<file path="src/hw/acp_pkg.sv">
// package: encodings, register map and carriers for the bus address port
`default_nettype none
package acp_pkg;
  // ==========================================================
  // transfer size codes on the access_size field
  localparam logic [1:0] SZ_BYTE = 2'h0;
  localparam logic [1:0] SZ_HALF = 2'h1;
  localparam logic [1:0] SZ_WORD = 2'h2;
  localparam logic [1:0] SZ_RSVD = 2'h3;

  // ==========================================================
  // register offsets (byte addresses) and bit positions
  localparam logic [3:0] OFS_CTRL = 4'h0;
  localparam logic [3:0] OFS_STAT = 4'h4;
  localparam logic [3:0] OFS_CNT = 4'h8;
  localparam int CTRL_COMP_BIT = 0;
  localparam int CTRL_PRIV_BIT = 1;
  localparam int STAT_BUSY_BIT = 0;
  localparam int STAT_ERR_BIT = 1;
  localparam logic CTRL_COMP_RST = 1'b0;
  localparam logic CTRL_PRIV_RST = 1'b1;

  // ==========================================================
  // request kinds and sequencer states
  typedef enum logic [1:0] {OP_XFER, OP_INTERNAL, OP_COPROC, OP_SWAP} acp_op_e;
  typedef enum logic [1:0] {ST_IDLE, ST_BURST, ST_MERGE, ST_SWAPW} acp_st_e;

  // ==========================================================
  // carriers
  typedef struct packed {
    logic valid;
    acp_op_e op;
    logic write;
    logic [1:0] size;
    logic [31:0] addr;
    logic [3:0] beats;
    logic merged;
    logic data_xfer;
  } acp_req_s;

  typedef struct packed {
    logic [31:0] addr;
    logic write_not_read;
    logic [1:0] access_size;
    logic data_not_fetch;
    logic privileged_access;
    logic atomic_hold;
  } acp_addr_s;

  typedef struct packed {
    logic memory_request_low;
    logic burst_continue_flag;
  } acp_cyc_s;

  localparam acp_cyc_s CYC_N = '{memory_request_low: 1'b0, burst_continue_flag: 1'b0};
  localparam acp_cyc_s CYC_S = '{memory_request_low: 1'b0, burst_continue_flag: 1'b1};
  localparam acp_cyc_s CYC_I = '{memory_request_low: 1'b1, burst_continue_flag: 1'b0};
  localparam acp_cyc_s CYC_C = '{memory_request_low: 1'b1, burst_continue_flag: 1'b1};
  localparam acp_addr_s ADDR_RST = '{addr: 32'h0, write_not_read: 1'b0, access_size: SZ_WORD,
                                     data_not_fetch: 1'b0, privileged_access: 1'b1, atomic_hold: 1'b0};

  // byte step of one beat for a given size
  function automatic logic [31:0] acp_step(input logic [1:0] size);
    logic [31:0] s;
    s = 32'h1;
    if (size == SZ_HALF) begin
      s = 32'h2;
    end else if (size == SZ_WORD) begin
      s = 32'h4;
    end
    return s;
  endfunction
endpackage
`default_nettype wire

</file>
<file path="src/hw/acp_align.sv">
// alignment and size legality check for one requested transfer
`default_nettype none
module acp_align (
  input wire logic [1:0] i_size,
  input wire logic [1:0] i_addr_lo,
  input wire logic [3:0] i_beats,
  output logic o_ok
);
  logic aligned;
  logic burst;

  // natural boundary check, reserved size and byte bursts refused
  always_comb begin
    aligned = 1'b1;
    if (i_size == acp_pkg::SZ_WORD) begin
      aligned = (i_addr_lo == 2'h0);
    end else if (i_size == acp_pkg::SZ_HALF) begin
      aligned = ~i_addr_lo[0];
    end
    burst = (i_beats > 4'h1);
    o_ok = aligned && (i_size != acp_pkg::SZ_RSVD) && !(burst && i_size == acp_pkg::SZ_BYTE);
  end
endmodule
`default_nettype wire

</file>
<file path="src/hw/acp_top.sv">
// address-side bus cycle generator with pipelined or depipelined address timing
//
// Design decisions made here: the strobed register port and the register offsets.
`default_nettype none
module acp_top #(
  parameter int CNT_W = 16
) (
  input wire logic i_mclk,
  input wire logic i_rst,
  input wire acp_pkg::acp_req_s i_req,
  output logic o_req_ready,
  input wire logic i_address_pipeline_select,
  output acp_pkg::acp_cyc_s o_cyc,
  output acp_pkg::acp_addr_s o_addr,
  output logic o_instruction_state_flag,
  input wire logic [3:0] i_reg_addr,
  input wire logic [31:0] i_reg_wdata,
  input wire logic i_reg_wr,
  input wire logic i_reg_rd,
  output logic [31:0] o_reg_rdata
);
  // ==========================================================
  // state record
  typedef struct packed {
    acp_pkg::acp_st_e st;
    logic [3:0] left;
    logic ready;
    acp_pkg::acp_cyc_s cyc;
    acp_pkg::acp_addr_s beat;
    acp_pkg::acp_addr_s out;
    logic comp;
    logic priv;
    logic err;
    logic [CNT_W-1:0] cnt;
    logic [31:0] rdata;
  } acp_state_s;

  acp_state_s q;
  acp_state_s d;
  logic req_ok;
  logic [3:0] chk_beats;
  logic take;
  logic err_set;

  // ==========================================================
  // request check; a swap is always a single read and a single write
  assign chk_beats = (i_req.op == acp_pkg::OP_SWAP) ? 4'h1 : i_req.beats;
  assign take = i_req.valid && q.ready;

  acp_align u_align (
    .i_size(i_req.size),
    .i_addr_lo(i_req.addr[1:0]),
    .i_beats(chk_beats),
    .o_ok(req_ok)
  );

  // ==========================================================
  // next state
  always_comb begin
    d = q;
    err_set = 1'b0;
    d.cyc = acp_pkg::CYC_I;
    d.beat.atomic_hold = 1'b0;
    case (q.st)
      acp_pkg::ST_IDLE: begin
        if (take) begin
          d.beat.addr = i_req.addr;
          d.beat.write_not_read = i_req.write;
          d.beat.access_size = i_req.size;
          d.beat.data_not_fetch = i_req.data_xfer;
          d.beat.privileged_access = q.priv;
          case (i_req.op)
            acp_pkg::OP_INTERNAL: begin
              d.cyc = acp_pkg::CYC_I;
            end
            acp_pkg::OP_COPROC: begin
              d.cyc = acp_pkg::CYC_C;
            end
            acp_pkg::OP_SWAP: begin
              if (req_ok) begin
                d.cyc = acp_pkg::CYC_N;
                d.beat.write_not_read = 1'b0;
                d.beat.atomic_hold = 1'b1;
                d.st = acp_pkg::ST_SWAPW;
              end else begin
                // refused: the bus keeps the last accepted attributes, which an internal or coprocessor request loads unchecked
                d.beat = q.beat;
                d.beat.atomic_hold = 1'b0;
                d.err = 1'b1;
                err_set = 1'b1;
              end
            end
            default: begin
              if (!req_ok) begin
                d.beat = q.beat;
                d.beat.atomic_hold = 1'b0;
                d.err = 1'b1;
                err_set = 1'b1;
              end else if (i_req.merged) begin
                d.cyc = acp_pkg::CYC_I;
                d.st = acp_pkg::ST_MERGE;
                d.left = i_req.beats;
              end else begin
                d.cyc = acp_pkg::CYC_N;
                if (i_req.beats > 4'h1) begin
                  d.st = acp_pkg::ST_BURST;
                  d.left = i_req.beats - 4'h1;
                end
              end
            end
          endcase
        end
      end
      acp_pkg::ST_BURST: begin
        d.cyc = acp_pkg::CYC_S;
        d.beat.addr = q.beat.addr + acp_pkg::acp_step(q.beat.access_size);
        d.left = q.left - 4'h1;
        if (q.left <= 4'h1) begin
          d.st = acp_pkg::ST_IDLE;
        end
      end
      acp_pkg::ST_MERGE: begin
        d.cyc = acp_pkg::CYC_S;
        if (q.left > 4'h1) begin
          d.st = acp_pkg::ST_BURST;
          d.left = q.left - 4'h1;
        end else begin
          d.st = acp_pkg::ST_IDLE;
        end
      end
      default: begin
        d.cyc = acp_pkg::CYC_N;
        d.beat.write_not_read = 1'b1;
        d.beat.atomic_hold = 1'b1;
        d.st = acp_pkg::ST_IDLE;
      end
    endcase
    d.ready = (d.st == acp_pkg::ST_IDLE);
    // pipelined: attributes travel with the cycle type; depipelined: one cycle later
    d.out = i_address_pipeline_select ? d.beat : q.beat;
    if (!d.cyc.memory_request_low) begin
      d.cnt = q.cnt + {{(CNT_W-1){1'b0}}, 1'b1};
    end
    // register writes; a refusal in the same cycle beats the clear
    if (i_reg_wr) begin
      if (i_reg_addr == acp_pkg::OFS_CTRL) begin
        d.comp = i_reg_wdata[acp_pkg::CTRL_COMP_BIT];
        d.priv = i_reg_wdata[acp_pkg::CTRL_PRIV_BIT];
      end else if (i_reg_addr == acp_pkg::OFS_STAT) begin
        if (i_reg_wdata[acp_pkg::STAT_ERR_BIT] && !err_set) begin
          d.err = 1'b0;
        end
      end else if (i_reg_addr == acp_pkg::OFS_CNT) begin
        d.cnt = '0;
      end
    end
    // register reads, answered one cycle later
    d.rdata = 32'h0;
    if (i_reg_rd) begin
      if (i_reg_addr == acp_pkg::OFS_CTRL) begin
        d.rdata[acp_pkg::CTRL_COMP_BIT] = q.comp;
        d.rdata[acp_pkg::CTRL_PRIV_BIT] = q.priv;
      end else if (i_reg_addr == acp_pkg::OFS_STAT) begin
        d.rdata[acp_pkg::STAT_BUSY_BIT] = (q.st != acp_pkg::ST_IDLE);
        d.rdata[acp_pkg::STAT_ERR_BIT] = q.err;
      end else if (i_reg_addr == acp_pkg::OFS_CNT) begin
        d.rdata[CNT_W-1:0] = q.cnt;
      end
    end
  end

  // ==========================================================
  // state register, synchronous reset
  always_ff @(posedge i_mclk) begin
    if (i_rst) begin
      q.st <= acp_pkg::ST_IDLE;
      q.left <= 4'h0;
      q.ready <= 1'b1;
      q.cyc <= acp_pkg::CYC_I;
      q.beat <= acp_pkg::ADDR_RST;
      q.out <= acp_pkg::ADDR_RST;
      q.comp <= acp_pkg::CTRL_COMP_RST;
      q.priv <= acp_pkg::CTRL_PRIV_RST;
      q.err <= 1'b0;
      q.cnt <= '0;
      q.rdata <= 32'h0;
    end else begin
      q <= d;
    end
  end

  // ==========================================================
  // outputs straight from the state record
  assign o_req_ready = q.ready;
  assign o_cyc = q.cyc;
  assign o_addr = q.out;
  assign o_instruction_state_flag = q.comp;
  assign o_reg_rdata = q.rdata;
endmodule
`default_nettype wire

</file>
<file path="config.mk">
export PLATFORM = sky130hd
export DESIGN_NAME = acp_top
export DESIGN_NICKNAME = d
export VERILOG_FILES = /design/src/hw/acp_pkg.sv /design/src/hw/acp_align.sv /design/src/hw/acp_top.sv
export SDC_FILE = /design/constraint.sdc
export NUM_CORES = 1
export LEC_CHECK = 0
export BUFFER_PORTS_ARGS = -buffer_cell sky130_fd_sc_hd__buf_2
export CORE_AREA = 2 2 119 121
export CTS_CLUSTER_SIZE = 10
export DETAILED_ROUTE_END_ITERATION = 10
export DIE_AREA = 0 0 121 123
export PLACE_DENSITY = 0.8
export SYNTH_ARGS = -nofsm -noshare
export SYNTH_HDL_FRONTEND = slang
export SYNTH_SLANG_ARGS = --single-unit
</file>
<file path="constraint.sdc">
create_clock -name i_mclk -period 3.34 [get_ports i_mclk]
set_clock_uncertainty 0.15 [all_clocks]
set_input_delay 0.835 -clock i_mclk [delete_from_list [all_inputs] [get_ports i_mclk]]
set_output_delay 0.835 -clock i_mclk [all_outputs]
set_load 0.01 [all_outputs]
</file>
### After elaboration in Yosys (flattened, before gate mapping)

Cells that the tools add are included.
W data, S select, Z words.

* logic and storage cells: 126
* bits in registers: 136
* input port bits: 85

* muxes and demuxes: 53
* add/subtract/negate cells: 4
* bitwise logic cells: 3
* equal/unequal tests: 17
* reductions and logical operators: 21
* order comparisons: 4

Operators by type and width (count)
* $mux W38: 2
* $pmux W38 S2: 1
* $mux W16: 4
* $mux W32: 2
* $pmux W32 S2: 1
* $mux W40: 1
* $mux W17: 2
* $add A32 B32 Y32: 1
* $mux W6: 4
* $mux W4: 5
* $add A16 B1 Y16 const B: 1
* $mux W1: 15
* $mux W2: 7
* $gt A4 B1 Y1 const B: 3
* $pmux W2 S3: 2
* $pmux W4 S3: 1
* $eq A2 B2 Y1 const B: 5
* $ne A2 B2 Y1 const B: 5
* $eq A2 B1 Y1 const B: 4
* $logic_not A2 Y1: 4
* $pmux W2 S2: 2
* $sub A4 B1 Y4 const B: 2
* $mux W3: 2
* $reduce_and A6 Y1: 1
* other kinds (15): 25

### Depth between registers and ports, before layout

* word-level depth: 16
* gate-level depth with buffers: 10

### By module

From an unflattened synthesis, not the netlist that was laid out.

* cells, all modules: 832
* area total of the unflattened synthesis: 6911.6 µm²

Modules (own cells, without submodules)
* acp_top: instances 1, area each 6881.6 µm², cells an instance 827
* acp_align: instances 1, area each 30.0 µm², cells an instance 5

### Worst setup path after synthesis

No wires, ideal clock.

* path type: input-to-reg
* start point: in i_req[41] in the netlist's numbering
* end point: reg q[123] in the netlist's numbering
* slack: 0.606 ns
* required time: 3.062 ns
* buffers on the path: 3
* arrival: 2.456 ns
* stages on the path: 10
* cells stage by stage: inv_1 > ha_1 > buf_2 > o311a_1 > nand2_1 > a21oi_2 > buf_2 > buf_2 > a222oi_1 > nor2_1

* cells in the longest elaborated chain, start to end: 10

Ends and longest elaborated chain
* start: declaration: RTL line acp_top.sv:10 `input wire acp_pkg::acp_req_s i_req,`
* $eq A2 B2 Y1: RTL line acp_top.sv:47, acp_top.sv:72
* $mux W4: RTL line acp_top.sv:47 `assign chk_beats = (i_req.op == acp_pkg::OP_SWAP) ? 4'h1 : i_req.beats;`
* $gt A4 B1 Y1: RTL line acp_align.sv:20 `burst = (i_beats > 4'h1);`
* $logic_and A1 B1 Y1: RTL line acp_align.sv:21 `o_ok = aligned && (i_size != acp_pkg::SZ_RSVD) && !(burst && i_size == acp_pkg::SZ_BYTE);`
* $logic_not A1 Y1: RTL line acp_align.sv:21
* $logic_and A1 B1 Y1: RTL line acp_align.sv:21
* $mux W38 or $mux W32 (tied branches): RTL line acp_top.sv:94, acp_top.sv:80
* $pmux W38 S2 *: RTL line acp_top.sv:72 `case (i_req.op)`
* $mux W40 *: RTL line acp_top.sv:66 `if (take) begin`
* $pmux W32 S2 *: RTL line acp_top.sv:64 `case (q.st)`
* end: declaration: RTL line acp_top.sv:38 `acp_state_s q;`

Mark *: on every way between the ends. The rest lies on a longest branch, timed or not.
A chain may end at the register's enable or synchronous reset.

### Worst setup path after layout

* start point: reg q[92] in the netlist's numbering
* end point: reg q, in the netlist o_addr[37]

* cells in the longest elaborated chain, start to end: 7

Ends and longest elaborated chain
* $eq A2 B2 Y1: RTL line acp_pkg.sv:68 `end else if (size == SZ_WORD) begin`
* $mux W3: RTL line acp_pkg.sv:68
* $mux W3 *: RTL line acp_pkg.sv:66 `if (size == SZ_HALF) begin`
* $mux W32 *: RTL line acp_top.sv:64
* $add A32 B32 Y32 *: RTL line acp_top.sv:116 `d.beat.addr = q.beat.addr + acp_pkg::acp_step(q.beat.access_size);`
* $pmux W32 S2 *: RTL line acp_top.sv:64
* $mux W38 *: RTL line acp_top.sv:140 `d.out = i_address_pipeline_select ? d.beat : q.beat;`

Mark *: on every way between the ends. The rest lies on a longest branch, timed or not. The select of a mux whose other input is x is not followed.

==> impl_metrics.sql <==
INSERT INTO impl_metrics (metric_group, metric, value, unit) VALUES
('status', 'outcome', 'finished clean', ''),
('pwr', 'cellLeakagePower', '0.00308', 'uW'),
('hold_path', 'worst_hold_path_type', 'reg -> reg', ''),
('detailed_routing', 'wl', '17900', 'um'),
('sta', 'worst_pin_slew', '1.16', 'ns'),
('detailed_routing', 'route.antenna.remaining_nets', '0', ''),
('synthesis', 'async_flop_share', '0', ''),
('sta', 'max_freq', '333', 'MHz'),
('cts', 'max-clock-path-buffers', '2', ''),
('synthesis', 'synth.most_common_cell', 'dfxtp_1', ''),
('floorplanning', 'dieHeight', '123', 'um'),
('cts', 'cts.reportedPaths.clkPinSlew', '0.06', 'ns'),
('cts', 'post_cts_resized', '0', ''),
('floorplanning', 'width_of_the_die', '121', 'um'),
('synthesis', 'netlist.top_cell.by_area', 'dfxtp_1', ''),
('sta', 'final-setup-viol-count', '0', ''),
('critical_path', 'timing.critical_path.to_type', 'flip-flop', ''),
('synthesis', 'synth.top_cell.area_share', '0.355', ''),
('critical_path', 'worst_ep_arrival_time', '3.20', 'ns'),
('final_layout', 'num-fill-cells', '1261', ''),
('synthesis', 'post_synth_edffs', '0', ''),
('cts', 'cts_hold_buffers', '0', ''),
('place', 'hpwl', '12700', 'um'),
('cts', 'cts_tree', 'done', ''),
('critical_path', 'critical_path.startpoint_type', 'flip-flop', ''),
('sta', 'grt_setup_unrepaired', 'no', ''),
('synthesis', 'synth_area_leaders', 'dfxtp_1 (35%), buf_4 (8.0%), nor2_1 (4.3%)', ''),
('detailed_routing', 'remaining_drc_errors', '0', ''),
('synthesis', 'synth.yosys.warnings', '0', ''),
('sta', 'finalCritPeriodShare', '0.899', ''),
('run', 'drv_cap', '0', ''),
('cts', 'numClockSinks', '120', ''),
('synthesis', 'postSynthCellCount', '817', ''),
('floorplanning', 'floorplan.die_area', '0.0149', 'mm2'),
('synthesis', 'ys_types', '75', ''),
('pwr', 'ratio_of_total_power_to_cell_area', '531', 'mW/mm2'),
('synthesis', 'avgSynthCellArea', '8.29', 'um2'),
('final_layout', 'num-nets-final', '967', ''),
('global_routing', 'antenna_found_initial', '0', ''),
('detailed_routing', 'wire_per_inst', '16.9', 'um'),
('cts', 'clk_latency', '0.43', 'ns'),
('synthesis', 'part_of_the_yosys_area_used_for_sequential_elements', '0.355', ''),
('detailed_routing', 'detailroute.via_count', '6232', ''),
('floorplanning', 'floorplan.initialDensity', '0.497', ''),
('critical_path', 'critical_path.top_delay_family', 'simple AND/OR/NAND/NOR gates', ''),
('cts', 'setup_buffers_after_cts', '0', ''),
('sta', 'final.setup.tns', '0', 'ns'),
('critical_path', 'critical_path_maximum_fanout', '5', ''),
('place', 'io_buffer_count', '112', ''),
('cts', 'count_of_h_tree_levels_built_during_cts', '4', ''),
('global_routing', 'groute.usage.overall', '0.240', ''),
('critical_path', 'required_time_worst_endpoint', '3.54', 'ns'),
('final_layout', 'antenna-diode-count', '0', ''),
('cts', 'cts_made_buffers', '17', ''),
('critical_path', 'timing.critical_path.slowest_stage_cell', 'nor3_1', ''),
('sta', 'report.final.hold_viol_count', '0', ''),
('critical_path', 'setup.worst_path.class', 'reg -> reg', ''),
('floorplanning', 'floorplan.core_area', '0.0136', 'mm2'),
('cts', 'root_buffer_cell', 'clkbuf_16', ''),
('critical_path', 'most_repeated_library_cell_on_the_critical_path', 'ha_1', ''),
('sta', 'finalWorstSetupSlack', '0.339', 'ns'),
('floorplanning', 'placement_rows', '43', ''),
('place', 'placed_cells', '1024', ''),
('place', 'gp_congestion', '0.940', ''),
('final_layout', 'drive_above_1_share', '0.207', ''),
('critical_path', 'critical_path.n_buffers_inverters', '1', ''),
('sta', 'report.final.slew_viol_count', '0', ''),
('detailed_routing', 'drt_first_iter_violations', '607', ''),
('pwr', 'power', '4050', 'uW'),
('global_routing', 'grt_first_pass_wirelength', '28200', 'um'),
('global_routing', 'grt_pass1_vias', '5665', '');
## cell type report
| class | instances | area (um2) | share of cell area |
|---|---|---|---|
| tap | 180 | 225 | 0.0295 |
| timing repair buffer | 131 | 716 | 0.0938 |
| inverter | 24 | 90.1 | 0.0118 |
| clock inverter | 14 | 174 | 0.0228 |
| clock buffer | 18 | 429 | 0.0562 |
| sequential | 120 | 2400 | 0.315 |
| multi-input combinational | 569 | 3590 | 0.471 |
## through the flow
step	hold slack, ns	area (um2)	utilization
2_1_floorplan	0.288	6830	-
6_report	0.325	7630	0.561
5_1_grt	0.339	7630	0.561
4_1_cts	0.328	7630	0.561
3_3_place_gp	0.302	7030	0.516
3_5_place_dp	0.320	7030	0.516
## cells by family (layout without fill, tap and decap cells)
kind of cell | after synthesis | after routing | share of synthesized area
AND/OR/NAND/NOR | 295 | 295 | 0.229
AO/OA/AOI/OAI | 211 | 211 | 0.218
buffers and inverters | 143 | 187 | 0.123
flip-flops | 120 | 120 | 0.355
adder cells (fa/ha/maj) | 19 | 19 | 0.0362
XOR/XNOR | 18 | 18 | 0.0233
multiplexers | 10 | 10 | 0.0152
other | 1 | 16 | 0.000554
## layout by cell type (no fill, tap or decap), types with 5 or more instances in the layout
master / count
dfxtp_1: 120
buf_2: 112
nor2_1: 77
nand2_1: 56
a21oi_1: 50
o21ai_0: 26
inv_1: 24
nor3_1: 24
and2_1: 23
a211oi_1: 18
ha_1: 18
buf_4: 18
nand3_1: 17
nand4_1: 17
clkbuf_16: 17
a22oi_1: 16
conb_1: 16
or3_1: 14
xor2_1: 11
nand2b_1: 10
a31oi_1: 10
o22ai_1: 9
nor2b_1: 8
mux2i_1: 8
nor4_1: 8
a21o_1: 7
xnor2_1: 7
nand3b_1: 7
and4_1: 6
and3_1: 6
a221oi_1: 6
o211ai_1: 6
a32oi_1: 6
a222oi_1: 6
or4_1: 5
## worst min-delay path, stage by stage (launching register included)
cell     delay, ns
dfxtp_1       0.31
o41ai_1       0.06
a21oi_1       0.06
## registers in the layout, summed over array words and instances (netlist names)
| register | count |
|---|---|
| o_reg_rdata | 16 |
| o_req_ready | 1 |
| o_instruction_state_flag | 1 |
| q | 62 |
| o_cyc | 2 |
| o_addr | 38 |
## per-layer routing
layer	track usage	vias to the layer above	part of all wire
met5	0	-	0
met4	0.100	0	0.022
met3	0.0618	45	0.087
met2	0.376	291	0.46
met1	0.316	2918	0.43
li1	-	2978	-
## where the power goes
part,switching (uW),total (uW),internal (uW)
clock network,705,1880,1180
registers,68.6,1570,1510
logic,364,595,231
total,1140,4050,2910
## worst paths after layout
path,start,end,slack [ns],depth (start not counted)
worst max-delay path,q[92],o_addr[37],0.34,8
worst min-delay path,q[48],q[48],0.32,2
worst max register to register,q[92],o_addr[37],0.34,8
worst min register to register,q[48],q[48],0.32,2
Note: power is estimated with default switching activity, not from simulation.
